$ cat src/verilog/uedi_pkg.sv
// package: register map, field layout and constants of the endpoint done-interrupt block
package uedi_pkg;
  localparam int UEDI_NUM_EP = 8;
  localparam int UEDI_ADDR_W = 32;
  // register byte addresses
  localparam logic [31:0] UEDI_ADDR_FLAGS_LO = 32'h64018050;
  localparam logic [31:0] UEDI_ADDR_FLAGS_HI = 32'h64018054;
  localparam logic [31:0] UEDI_ADDR_EN_LO = 32'h64018058;
  localparam logic [31:0] UEDI_ADDR_EN_HI = 32'h6401805C;
  localparam logic [31:0] UEDI_ADDR_CTRL = 32'h64018060;
  // control register fields
  localparam int UEDI_CTRL_CONTROL_BIT_A_BIT = 0;
  // reset values
  localparam logic [7:0] UEDI_FLAGS_RST = 8'h00;
  localparam logic [7:0] UEDI_EN_RST = 8'h00;
  localparam logic [15:0] UEDI_FLAGS16_RST = 16'h0000;
  localparam logic UEDI_CONTROL_BIT_A_RST = 1'b0;
  // tx fifo fill state meaning empty
  localparam logic [1:0] UEDI_FIFO_EMPTY = 2'b00;
  // bit index within a 16-bit vector: odd = receive, even = transmit
  localparam int UEDI_RX_OFS = 1;
  localparam int UEDI_TX_OFS = 0;
endpackage : uedi_pkg

$ cat src/verilog/uedi_apb_slave.sv
// apb slave decode: register selects, write and read strobes
`timescale 1ns/1ns
module uedi_apb_slave
  import uedi_pkg::*;
(
  input wire logic psel,
  input wire logic penable,
  input wire logic pwrite,
  input wire logic [31:0] paddr,
  output logic pready,
  output logic pslverr,
  output logic wr_flags_lo,
  output logic wr_flags_hi,
  output logic wr_en_lo,
  output logic wr_en_hi,
  output logic wr_ctrl,
  output logic rd_access,
  output logic [2:0] rd_sel
);
  wire logic access = psel & penable;
  wire logic hit_fl = (paddr == UEDI_ADDR_FLAGS_LO);
  wire logic hit_fh = (paddr == UEDI_ADDR_FLAGS_HI);
  wire logic hit_el = (paddr == UEDI_ADDR_EN_LO);
  wire logic hit_eh = (paddr == UEDI_ADDR_EN_HI);
  wire logic hit_ct = (paddr == UEDI_ADDR_CTRL);
  wire logic mapped = hit_fl | hit_fh | hit_el | hit_eh | hit_ct;

  // zero wait states; unmapped addresses answer with an error
  assign pready = 1'b1;
  assign pslverr = access & ~mapped;
  assign wr_flags_lo = access & pwrite & hit_fl;
  assign wr_flags_hi = access & pwrite & hit_fh;
  assign wr_en_lo = access & pwrite & hit_el;
  assign wr_en_hi = access & pwrite & hit_eh;
  assign wr_ctrl = access & pwrite & hit_ct;
  assign rd_access = access & ~pwrite;
  assign rd_sel = hit_fl ? 3'h1 : hit_fh ? 3'h2 : hit_el ? 3'h3 : hit_eh ? 3'h4 :
                  hit_ct ? 3'h5 : 3'h0;
endmodule : uedi_apb_slave

$ cat src/verilog/uedi_done_bit.sv
// one done flag with standard and pended copies
`timescale 1ns/1ns
module uedi_done_bit
  import uedi_pkg::*;
(
  input wire logic pclk,
  input wire logic presetn,
  input wire logic hw_set,
  input wire logic hold,
  input wire logic fw_wr,
  input wire logic fw_val,
  input wire logic control_bit_a,
  input wire logic control_bit_a_release,
  output logic flag
);
  logic std_q;
  logic std_d;
  logic pnd_q;
  logic pnd_d;

  // hardware only ever sets; with control_bit_a set it lands in the hidden copy
  wire logic hw_to_std = (hw_set | hold) & ~control_bit_a;
  wire logic hw_to_pnd = (hw_set | hold) & control_bit_a;

  always_comb begin
    std_d = std_q;
    if (fw_wr) begin
      std_d = fw_val;
    end
    // a hardware set in the release cycle itself would be lost with the hidden copy
    if (control_bit_a_release) begin
      std_d = std_d | pnd_q | hw_to_pnd;
    end
    // a set in the same cycle as a clear wins
    if (hw_to_std) begin
      std_d = 1'b1;
    end
    pnd_d = control_bit_a_release ? 1'b0 : (pnd_q | hw_to_pnd);
  end

  always_ff @(posedge pclk or negedge presetn) begin
    if (!presetn) begin
      std_q <= 1'b0;
      pnd_q <= 1'b0;
    end else begin
      std_q <= std_d;
      pnd_q <= pnd_d;
    end
  end

  assign flag = std_q;
endmodule : uedi_done_bit

$ cat src/verilog/uedi_top.sv
// endpoint done-interrupt flags, enables and request for eight usb endpoints
//
// Contract
// - enable register 0: odd bits enable receive-done, even bits transmit-done, eps 0-3
// - enable register 1: same layout for endpoints 4 to 7
// - enabled and set done flag raises the interrupt request
// - disabled source never interrupts; its flag still updates and reads back
// - all enable bits are read/write and reset to zero
// - flag registers: eps 0-3 and 4-7, odd receive, even transmit
// - no done flag is ever set by hardware for an isochronous endpoint
// - flag 1 means pending, 0 none, regardless of enable
// - hardware events only set flags; hardware never clears one
// - firmware writing one sets a flag, interrupting like a hardware set
// - receive-done set on good acknowledged receive data or receive error
// - transmit-done set on acknowledged transmit or transmit error
// - nak-on-empty with empty fifo on in: nak, set transmit-done and void
// - such transmit-done holds until void flag or nak enable cleared
// - control_bit_a set: hardware updates hidden copy, firmware only the standard copy
// - control_bit_a cleared: flag becomes standard copy or pended copy
`timescale 1ns/1ns
module uedi_top
  import uedi_pkg::*;
(
  input wire logic pclk,
  input wire logic presetn,
  input wire logic psel,
  input wire logic penable,
  input wire logic pwrite,
  input wire logic [31:0] paddr,
  input wire logic [31:0] pwdata,
  output logic [31:0] prdata,
  output logic pready,
  output logic pslverr,
  input wire logic [7:0] ep_isochronous,
  input wire logic [7:0] rx_good_pulse,
  input wire logic [7:0] rx_error_pulse,
  input wire logic [7:0] tx_ack_pulse,
  input wire logic [7:0] tx_error_pulse,
  input wire logic [7:0] in_token_pulse,
  input wire logic [7:0] nak_on_empty_enable,
  input wire logic [15:0] tx_fifo_fill_state,
  input wire logic [7:0] tx_void_flag,
  output logic [7:0] nak_send_pulse,
  output logic [7:0] tx_void_set_pulse,
  output logic irq
);
  // ==========================================================
  // bus decode
  logic wr_flags_lo;
  logic wr_flags_hi;
  logic wr_en_lo;
  logic wr_en_hi;
  logic wr_ctrl;
  logic rd_access;
  logic [2:0] rd_sel;

  uedi_apb_slave u_apb (
    .psel(psel),
    .penable(penable),
    .pwrite(pwrite),
    .paddr(paddr),
    .pready(pready),
    .pslverr(pslverr),
    .wr_flags_lo(wr_flags_lo),
    .wr_flags_hi(wr_flags_hi),
    .wr_en_lo(wr_en_lo),
    .wr_en_hi(wr_en_hi),
    .wr_ctrl(wr_ctrl),
    .rd_access(rd_access),
    .rd_sel(rd_sel)
  );

  // ==========================================================
  // enables and control_bit_a control
  logic [7:0] en_lo_q;
  logic [7:0] en_hi_q;
  logic control_bit_a_q;
  wire logic control_bit_a_d = wr_ctrl ? pwdata[UEDI_CTRL_CONTROL_BIT_A_BIT] : control_bit_a_q;
  // release on the firmware write that clears control_bit_a
  wire logic control_bit_a_release = control_bit_a_q & ~control_bit_a_d;

  always_ff @(posedge pclk or negedge presetn) begin
    if (!presetn) begin
      en_lo_q <= UEDI_EN_RST;
      en_hi_q <= UEDI_EN_RST;
      control_bit_a_q <= UEDI_CONTROL_BIT_A_RST;
    end else begin
      if (wr_en_lo) begin
        en_lo_q <= pwdata[7:0];
      end
      if (wr_en_hi) begin
        en_hi_q <= pwdata[7:0];
      end
      control_bit_a_q <= control_bit_a_d;
    end
  end

  wire logic [15:0] en_all = {en_hi_q, en_lo_q};
  wire logic [15:0] fw_wdata = {pwdata[7:0], pwdata[7:0]};
  wire logic [15:0] fw_wr = {{8{wr_flags_hi}}, {8{wr_flags_lo}}};

  // ==========================================================
  // transaction events per endpoint
  logic [7:0] nak_evt_q;
  logic [7:0] nak_hold_q;
  logic [7:0] nak_evt;
  logic [15:0] hw_set;
  logic [15:0] hold;
  logic [15:0] flags;

  genvar ep;
  generate
    for (ep = 0; ep < UEDI_NUM_EP; ep++) begin : g_ep
      wire logic fifo_empty = (tx_fifo_fill_state[2*ep+1:2*ep] == UEDI_FIFO_EMPTY);
      // isochronous endpoints never report done
      wire logic ok = ~ep_isochronous[ep];
      assign nak_evt[ep] = ok & nak_on_empty_enable[ep] & in_token_pulse[ep] & fifo_empty;
      assign hw_set[2*ep+UEDI_RX_OFS] = ok & (rx_good_pulse[ep] | rx_error_pulse[ep]);
      assign hw_set[2*ep+UEDI_TX_OFS] = ok & (tx_ack_pulse[ep] | tx_error_pulse[ep]
                                              | nak_evt[ep]);
      assign hold[2*ep+UEDI_RX_OFS] = 1'b0;
      // keeps re-asserting the flag while void and nak enable both stand
      assign hold[2*ep+UEDI_TX_OFS] = ok & nak_hold_q[ep] & tx_void_flag[ep]
                                      & nak_on_empty_enable[ep];
    end
  endgenerate

  always_ff @(posedge pclk or negedge presetn) begin
    if (!presetn) begin
      nak_evt_q <= UEDI_FLAGS_RST;
      nak_hold_q <= UEDI_FLAGS_RST;
    end else begin
      nak_evt_q <= nak_evt;
      // hold ends when firmware drops void or nak enable
      // void only shows two edges after the event; our own set pulse bridges the gap
      nak_hold_q <= (nak_hold_q | nak_evt) & (tx_void_flag | nak_evt | nak_evt_q)
                    & nak_on_empty_enable;
    end
  end

  assign nak_send_pulse = nak_evt_q;
  assign tx_void_set_pulse = nak_evt_q;

  // ==========================================================
  // done flags
  genvar b;
  generate
    for (b = 0; b < 2 * UEDI_NUM_EP; b++) begin : g_bit
      uedi_done_bit u_bit (
        .pclk(pclk),
        .presetn(presetn),
        .hw_set(hw_set[b]),
        .hold(hold[b]),
        .fw_wr(fw_wr[b]),
        .fw_val(fw_wdata[b]),
        .control_bit_a(control_bit_a_q),
        .control_bit_a_release(control_bit_a_release),
        .flag(flags[b])
      );
    end
  endgenerate

  // ==========================================================
  // interrupt request
  logic irq_q;
  always_ff @(posedge pclk or negedge presetn) begin
    if (!presetn) begin
      irq_q <= 1'b0;
    end else begin
      irq_q <= |(flags & en_all);
    end
  end
  assign irq = irq_q;

  // ==========================================================
  // read data, combinational mux driven only during a read access
  logic [31:0] rd_mux;
  always_comb begin
    rd_mux = 32'h00000000;
    case (rd_sel)
      3'h1: rd_mux = {24'h000000, flags[7:0]};
      3'h2: rd_mux = {24'h000000, flags[15:8]};
      3'h3: rd_mux = {24'h000000, en_lo_q};
      3'h4: rd_mux = {24'h000000, en_hi_q};
      3'h5: rd_mux = {31'h00000000, control_bit_a_q};
      default: rd_mux = 32'h00000000;
    endcase
  end
  assign prdata = rd_access ? rd_mux : 32'h00000000;
endmodule : uedi_top

$ cat config.mk
export PLATFORM = sky130hd
export DESIGN_NAME = uedi_top
export DESIGN_NICKNAME = d
export VERILOG_FILES = /design/src/verilog/uedi_pkg.sv /design/src/verilog/uedi_apb_slave.sv /design/src/verilog/uedi_done_bit.sv /design/src/verilog/uedi_top.sv
export SDC_FILE = /design/constraint.sdc
export NUM_CORES = 1
export LEC_CHECK = 0
export ABC_AREA = 1
export BUFFER_PORTS_ARGS = -buffer_cell sky130_fd_sc_hd__buf_4
export CAP_MARGIN = 20
export CORE_MARGIN = 4
export CORE_UTILIZATION = 25
export DETAILED_ROUTE_END_ITERATION = 16
export PLACE_DENSITY = 0.56
export SLEW_MARGIN = 0
export SYNTH_ARGS = -nofsm -noshare
export SYNTH_HDL_FRONTEND = slang
export SYNTH_HIERARCHICAL = 1
export SYNTH_SLANG_ARGS = --single-unit
$ cat constraint.sdc
create_clock -name pclk -period 7.63 [get_ports pclk]
set_clock_uncertainty 0.05 [all_clocks]
set_input_delay 1.526 -clock pclk [delete_from_list [all_inputs] [get_ports pclk]]
set_output_delay 1.526 -clock pclk [all_outputs]
set_load 0.005 [all_outputs]
## Yosys cells after proc, flatten, opt, wreduce, memory -nomap -nowiden

Index checks and enable logic that the tools add are counted.
Widths: inputs -> output; s select.

- Register bits: 66
- Output and inout port bits: 51
- Logic and storage cells: 337

- Equality and inequality tests: 10
- Mux-type cells: 72
- Bitwise logic cells: 208
- Reductions and logical operators: 9

Operator list:

| operator | number |
|---|---|
| $eq 32x31->1 const B | 5 |
| $and 1x1->1 | 106 |
| $or 1x1->1 | 84 |
| $mux 1 | 65 |
| $pmux 8 s5 | 1 |
| $mux 32 | 1 |
| $or 8x8->8 | 3 |
| $and 16x16->16 | 1 |
| $and 8x8->8 | 2 |
| $logic_not 2->1 | 8 |
| $reduce_or 16->1 | 1 |
| $mux 3 | 5 |
| $not 1->1 | 12 |
| $eq 3x2->1 const B | 2 |
| $eq 3x3->1 const B | 2 |
| $eq 3x1->1 const B | 1 |

## Depth between registers and ports, before layout

- Depth in word-level cells: 11
- Gate-level depth with buffers: 15
- Depth with buffers taken out: 14

## Cells and area by module

The synthesis kept the hierarchy.

By module, submodules not included:

| module | times used | cells each | area an instance (sq um) | seq. area each (sq um) |
|---|---|---|---|---|
| uedi_top | 1 | 288 | 2282.2 | 850.8 |
| uedi_done_bit | 16 | 14 | 102.6 | 50.0 |
| uedi_apb_slave | 1 | 88 | 374.1 | 0.0 |

## Worst setup path after synthesis

OpenSTA, ideal clock, no wires.

- Path kind: input port to output port
- Start point: in paddr[22]
- End point: out prdata[7]
- Arrival: 2.678 ns
- Required time: 6.054 ns
- Path slack: 3.376 ns
- Cell stages on the path: 13
- Buffers on the path: 2
- Cells stage by stage: inv_1 -> nand2_1 -> nor2_1 -> nand2_1 -> nor2_4 -> nand3_2 -> nand3_1 -> buf_6 -> buf_12 -> nand4_1 -> nand2_1 -> nor2_1 -> nor2_1

- Longest elaborated chain between the ends: 9
- Elaborated cells between the ends (all ways): 17
- Those cells by class: 10 x eq/ne; 7 x mux

Ends and longest elaborated chain:

| what | line | source |
|---|---|---|
| from (decl) | uedi_top.sv:29 | `input wire logic [31:0] paddr,` |
| $eq 32x31->1 | uedi_apb_slave.sv:25 | `wire logic hit_ct = (paddr == UEDI_ADDR_CTRL);` |
| $mux 3 | uedi_apb_slave.sv:38 | `hit_ct ? 3'h5 : 3'h0;` |
| $mux 3 (3 in series) | uedi_apb_slave.sv:37 | `assign rd_sel = hit_fl ? 3'h1 : hit_fh ? 3'h2 : hit_el ? 3'h3 : hit_eh ? 3'h4 :` |
| $mux 3 (*) | uedi_apb_slave.sv:37 |  |
| net rd_sel[0] | uedi_top.sv:55 | `logic [2:0] rd_sel;` |
| $eq 3x3->1 (tied with other cells) | uedi_top.sv:180 | `case (rd_sel)` |
| $pmux 8 s5 (*) | uedi_top.sv:180 |  |
| $mux 32 (*) | uedi_top.sv:189 | `assign prdata = rd_access ? rd_mux : 32'h00000000;` |
| to (decl) | uedi_top.sv:31 | `output logic [31:0] prdata,` |

Mark *: on every way through the listed nets, which the timed path passes. The rest lies on a longest branch.

## Worst setup path in the final report

- Start point: in paddr[17]
- End point: out prdata[0]

Same word-level chain as after synthesis.

==> results.yml <==
run_status:
  status: "complete, no violations"
sta:
  fmax_mhz: 192
  worst_slew_pin_slew_ns: 0.960
  final.period_utilization: 0.682
  relSlewSlack: 0.359
  final_max_slew_viol_count: 0
  fin_crit_ns: 5.21
  hold_viol_final: 0
  grt_setup_unrepaired: "false"
  setup-tns-final_ns: 0
  setup_viol: 0
pwr:
  ir_worst_vdd_mv: 0.102
  p_leak_nw: 3.19
  power_density_nw_per_um2: 163
finish:
  final_util: 0.353
  area_growth_syn_to_layout_pct: 37.1
  antenna_cells: 0
  nFillCells: 1790
  finalNetCount: 911
  drive_gt1_frac: 0.276
synthesis:
  synth.area.top_cells: "dfrtp_1 38%, nand2_1 11%, nor2_1 11%"
  yosysMostFrequentCell: "nand2_1"
  yosysTopAreaCell: "dfrtp_1"
  synth-seq-cells: 66
  yosysTopAreaCellShare: 0.384
  synthCells: 600
  seq_area_frac_synth: 0.384
  syn-cell-area_um2: 4300
  netlist_top_cells_count: "130 x nand2_1, 125 x nor2_1, 78 x inv_1"
  ys_warn_count: 6
  async_flop_share: 1.00
  synth_cell_type_count: 27
  synth_edf_count: 0
  avgSynthCellArea_um2: 7.16
  synth_top_flop_cell: "dfrtp_1"
clock_tree:
  clockBufferDepth: 2
  cts_sinks: 66
  htree_levels: 3
  cts_resized: 0
  clkSlewWorstSetupHoldPaths_ns: 0.05
  cts_setup_buffers: 0
  clk_latency_ns: 0.33
  hold_buffers: 0
  cts_buffers: 9
  tritoncts: "yes"
  root_buffer: "clkbuf_16"
grt:
  track_usage: 0.119
  grt_max_degree: 67
  grt-ovfl-total: 0
  grt_pass1_vias: 3960
  antenna_found_initial: 0
  grt_pass1_wl_um: 19200
critical_path:
  crit_path_start: "paddr[17]"
  cp.arrival_ns: 3.63
  crit_chain: "buf_4 > inv_1 > nand2_1 > nor2_1 > nand2_1 > nor2_4 > nand3_2 > nand3_1 > inv_4 > nand2_1 > nand2_1 > nand2_1 > nand2_1 > nor2_1 > nor2_1 > buf_4"
  r2r_end: "g_bit[13].u_bit/flag$_DFF_PN0_"
  rr_worst_depth: 7
  worstPathRequired_ns: 6.05
  cp-endpoint: "prdata[0]"
  cpMaxStageDelayCell: "nand3_1"
  worstSetupEndpointType: "output pin"
  critPathKind: "in2out"
  worstSetupStartpointType: "input pin"
  crit_fanout: 19
  reg2reg_slack_ns: 5.71
  cp_common_cell: "nand2_1"
  max_stage_delay_ns: 0.73
  worstReg2RegStart: "control_bit_a_q$_DFF_PN0_"
run:
  max_cap_viol_count: 0
floorplan:
  design.core.area_um2: 16700
  initial_utilization: 0.257
  pin_count: 200
  rows: 47
  die_x_um: 139
  design.die.area_um2: 19400
  dieHeight_um: 139
placement:
  port_buffers: 150
  post-dp-hpwl_um: 8650
  routabilityCongestion: 0.821
drt:
  drt_pass1_iterations: 4
  drcViolationCount: 0
  initialDrtViolationCount: 178
  drt-vias-per-instance: 4.09
  wire_per_inst_um: 11.5
  vias: 4040
  wirelength_um: 11300
  ant_nets: 0
min_path:
  hold_path_class: "reg2reg"
  holdPathStages: 2
logic make-up after synthesis:
kind of cell	after synthesis	synth area share
other	2	0.00175
muxes	16	0.0419
DFF	66	0.384
AOI/OAI and AO/OA	74	0.101
buffers and inverters	123	0.155
and+or+nand+nor	319	0.316
routing by layer:
layer  track usage  wire [um]  up-vias
met5             0          0        -
met4        0.0402        118        0
met3        0.0231        699        9
met2         0.188       5270      118
met1         0.164       5260     1748
li1              -          -     2165
area by class of cell:
class | instances | area [um^2] | share of cell area
clock buffers | 11 | 243 | 0.0412
multi-input cells | 450 | 2130 | 0.361
flip-flops and latches | 66 | 1650 | 0.280
well taps | 220 | 275 | 0.0467
repair buffers | 154 | 1160 | 0.196
inverters | 81 | 314 | 0.0533
clock inverters | 5 | 125 | 0.0212
through the flow:
stage | setup WS [ns] | hold WS (ns) | std cells | instance area (um^2) | power (W)
final | 2.42 | 0.466 | 987 | 5890 | 0.000958
after global routing | 2.18 | 0.475 | 987 | 5890 | 0.00100
after CTS | 2.40 | 0.470 | 986 | 5890 | 0.000976
after detailed placement | 2.39 | 0.461 | 970 | 5520 | 0.000455
after global placement | 2.40 | 0.455 | 970 | 5520 | 0.000454
after floorplan | 3.38 | 0.446 | 639 | 4440 | 0.000399
cells in the final DEF (no fill, tap or decap), drive strengths merged:
cell type,Yosys,routed
a21oi,32,32
mux2,16,16
nand2,131,131
nand3,20,20
o211ai,1,1
nor2,130,130
nand4,28,28
conb,2,41
clkbuf,0,11
nor3,2,2
inv,81,81
dfrtp,66,66
o21ai,41,41
bufinv,0,4
buf,42,154
clkinv,0,1
and3,8,8
how the worst min path moves through the flow:
stage | from | end
global placement | g_bit[15].u_bit/pnd_q$_DFF_PN0_ | g_bit[15].u_bit/pnd_q$_DFF_PN0_
floorplan | g_bit[0].u_bit/pnd_q$_DFF_PN0_ | g_bit[0].u_bit/pnd_q$_DFF_PN0_
global route | g_bit[12].u_bit/pnd_q$_DFF_PN0_ | g_bit[12].u_bit/pnd_q$_DFF_PN0_
CTS | g_bit[8].u_bit/pnd_q$_DFF_PN0_ | g_bit[8].u_bit/pnd_q$_DFF_PN0_
detailed placement | g_bit[0].u_bit/pnd_q$_DFF_PN0_ | g_bit[0].u_bit/pnd_q$_DFF_PN0_
finish | g_bit[8].u_bit/pnd_q$_DFF_PN0_ | g_bit[8].u_bit/pnd_q$_DFF_PN0_
worst max-delay path: cells and delay by family:
family                 cells  cell delay (ns)
and+or+nand+nor           12             1.66
buffers and inverters      4             0.44
flip-flops by register name, summed over array words and instances, names as in the netlist:
name,cells
g_bit.u_bit/flag,16
irq,1
en_lo_q,8
g_bit.u_bit/pnd_q,16
nak_hold_q,8
en_hi_q,8
nak_send_pulse,8
control_bit_a_q,1
power by group:
| part | switching (W) | internal (W) |
|---|---|---|
| Combinational | 0.0000421 | 0.0000533 |
| Clock | 0.000150 | 0.000361 |
| Sequential | 0.000000775 | 0.000352 |
| Total | 0.000193 | 0.000765 |
Power figures use the tool's default switching activity.
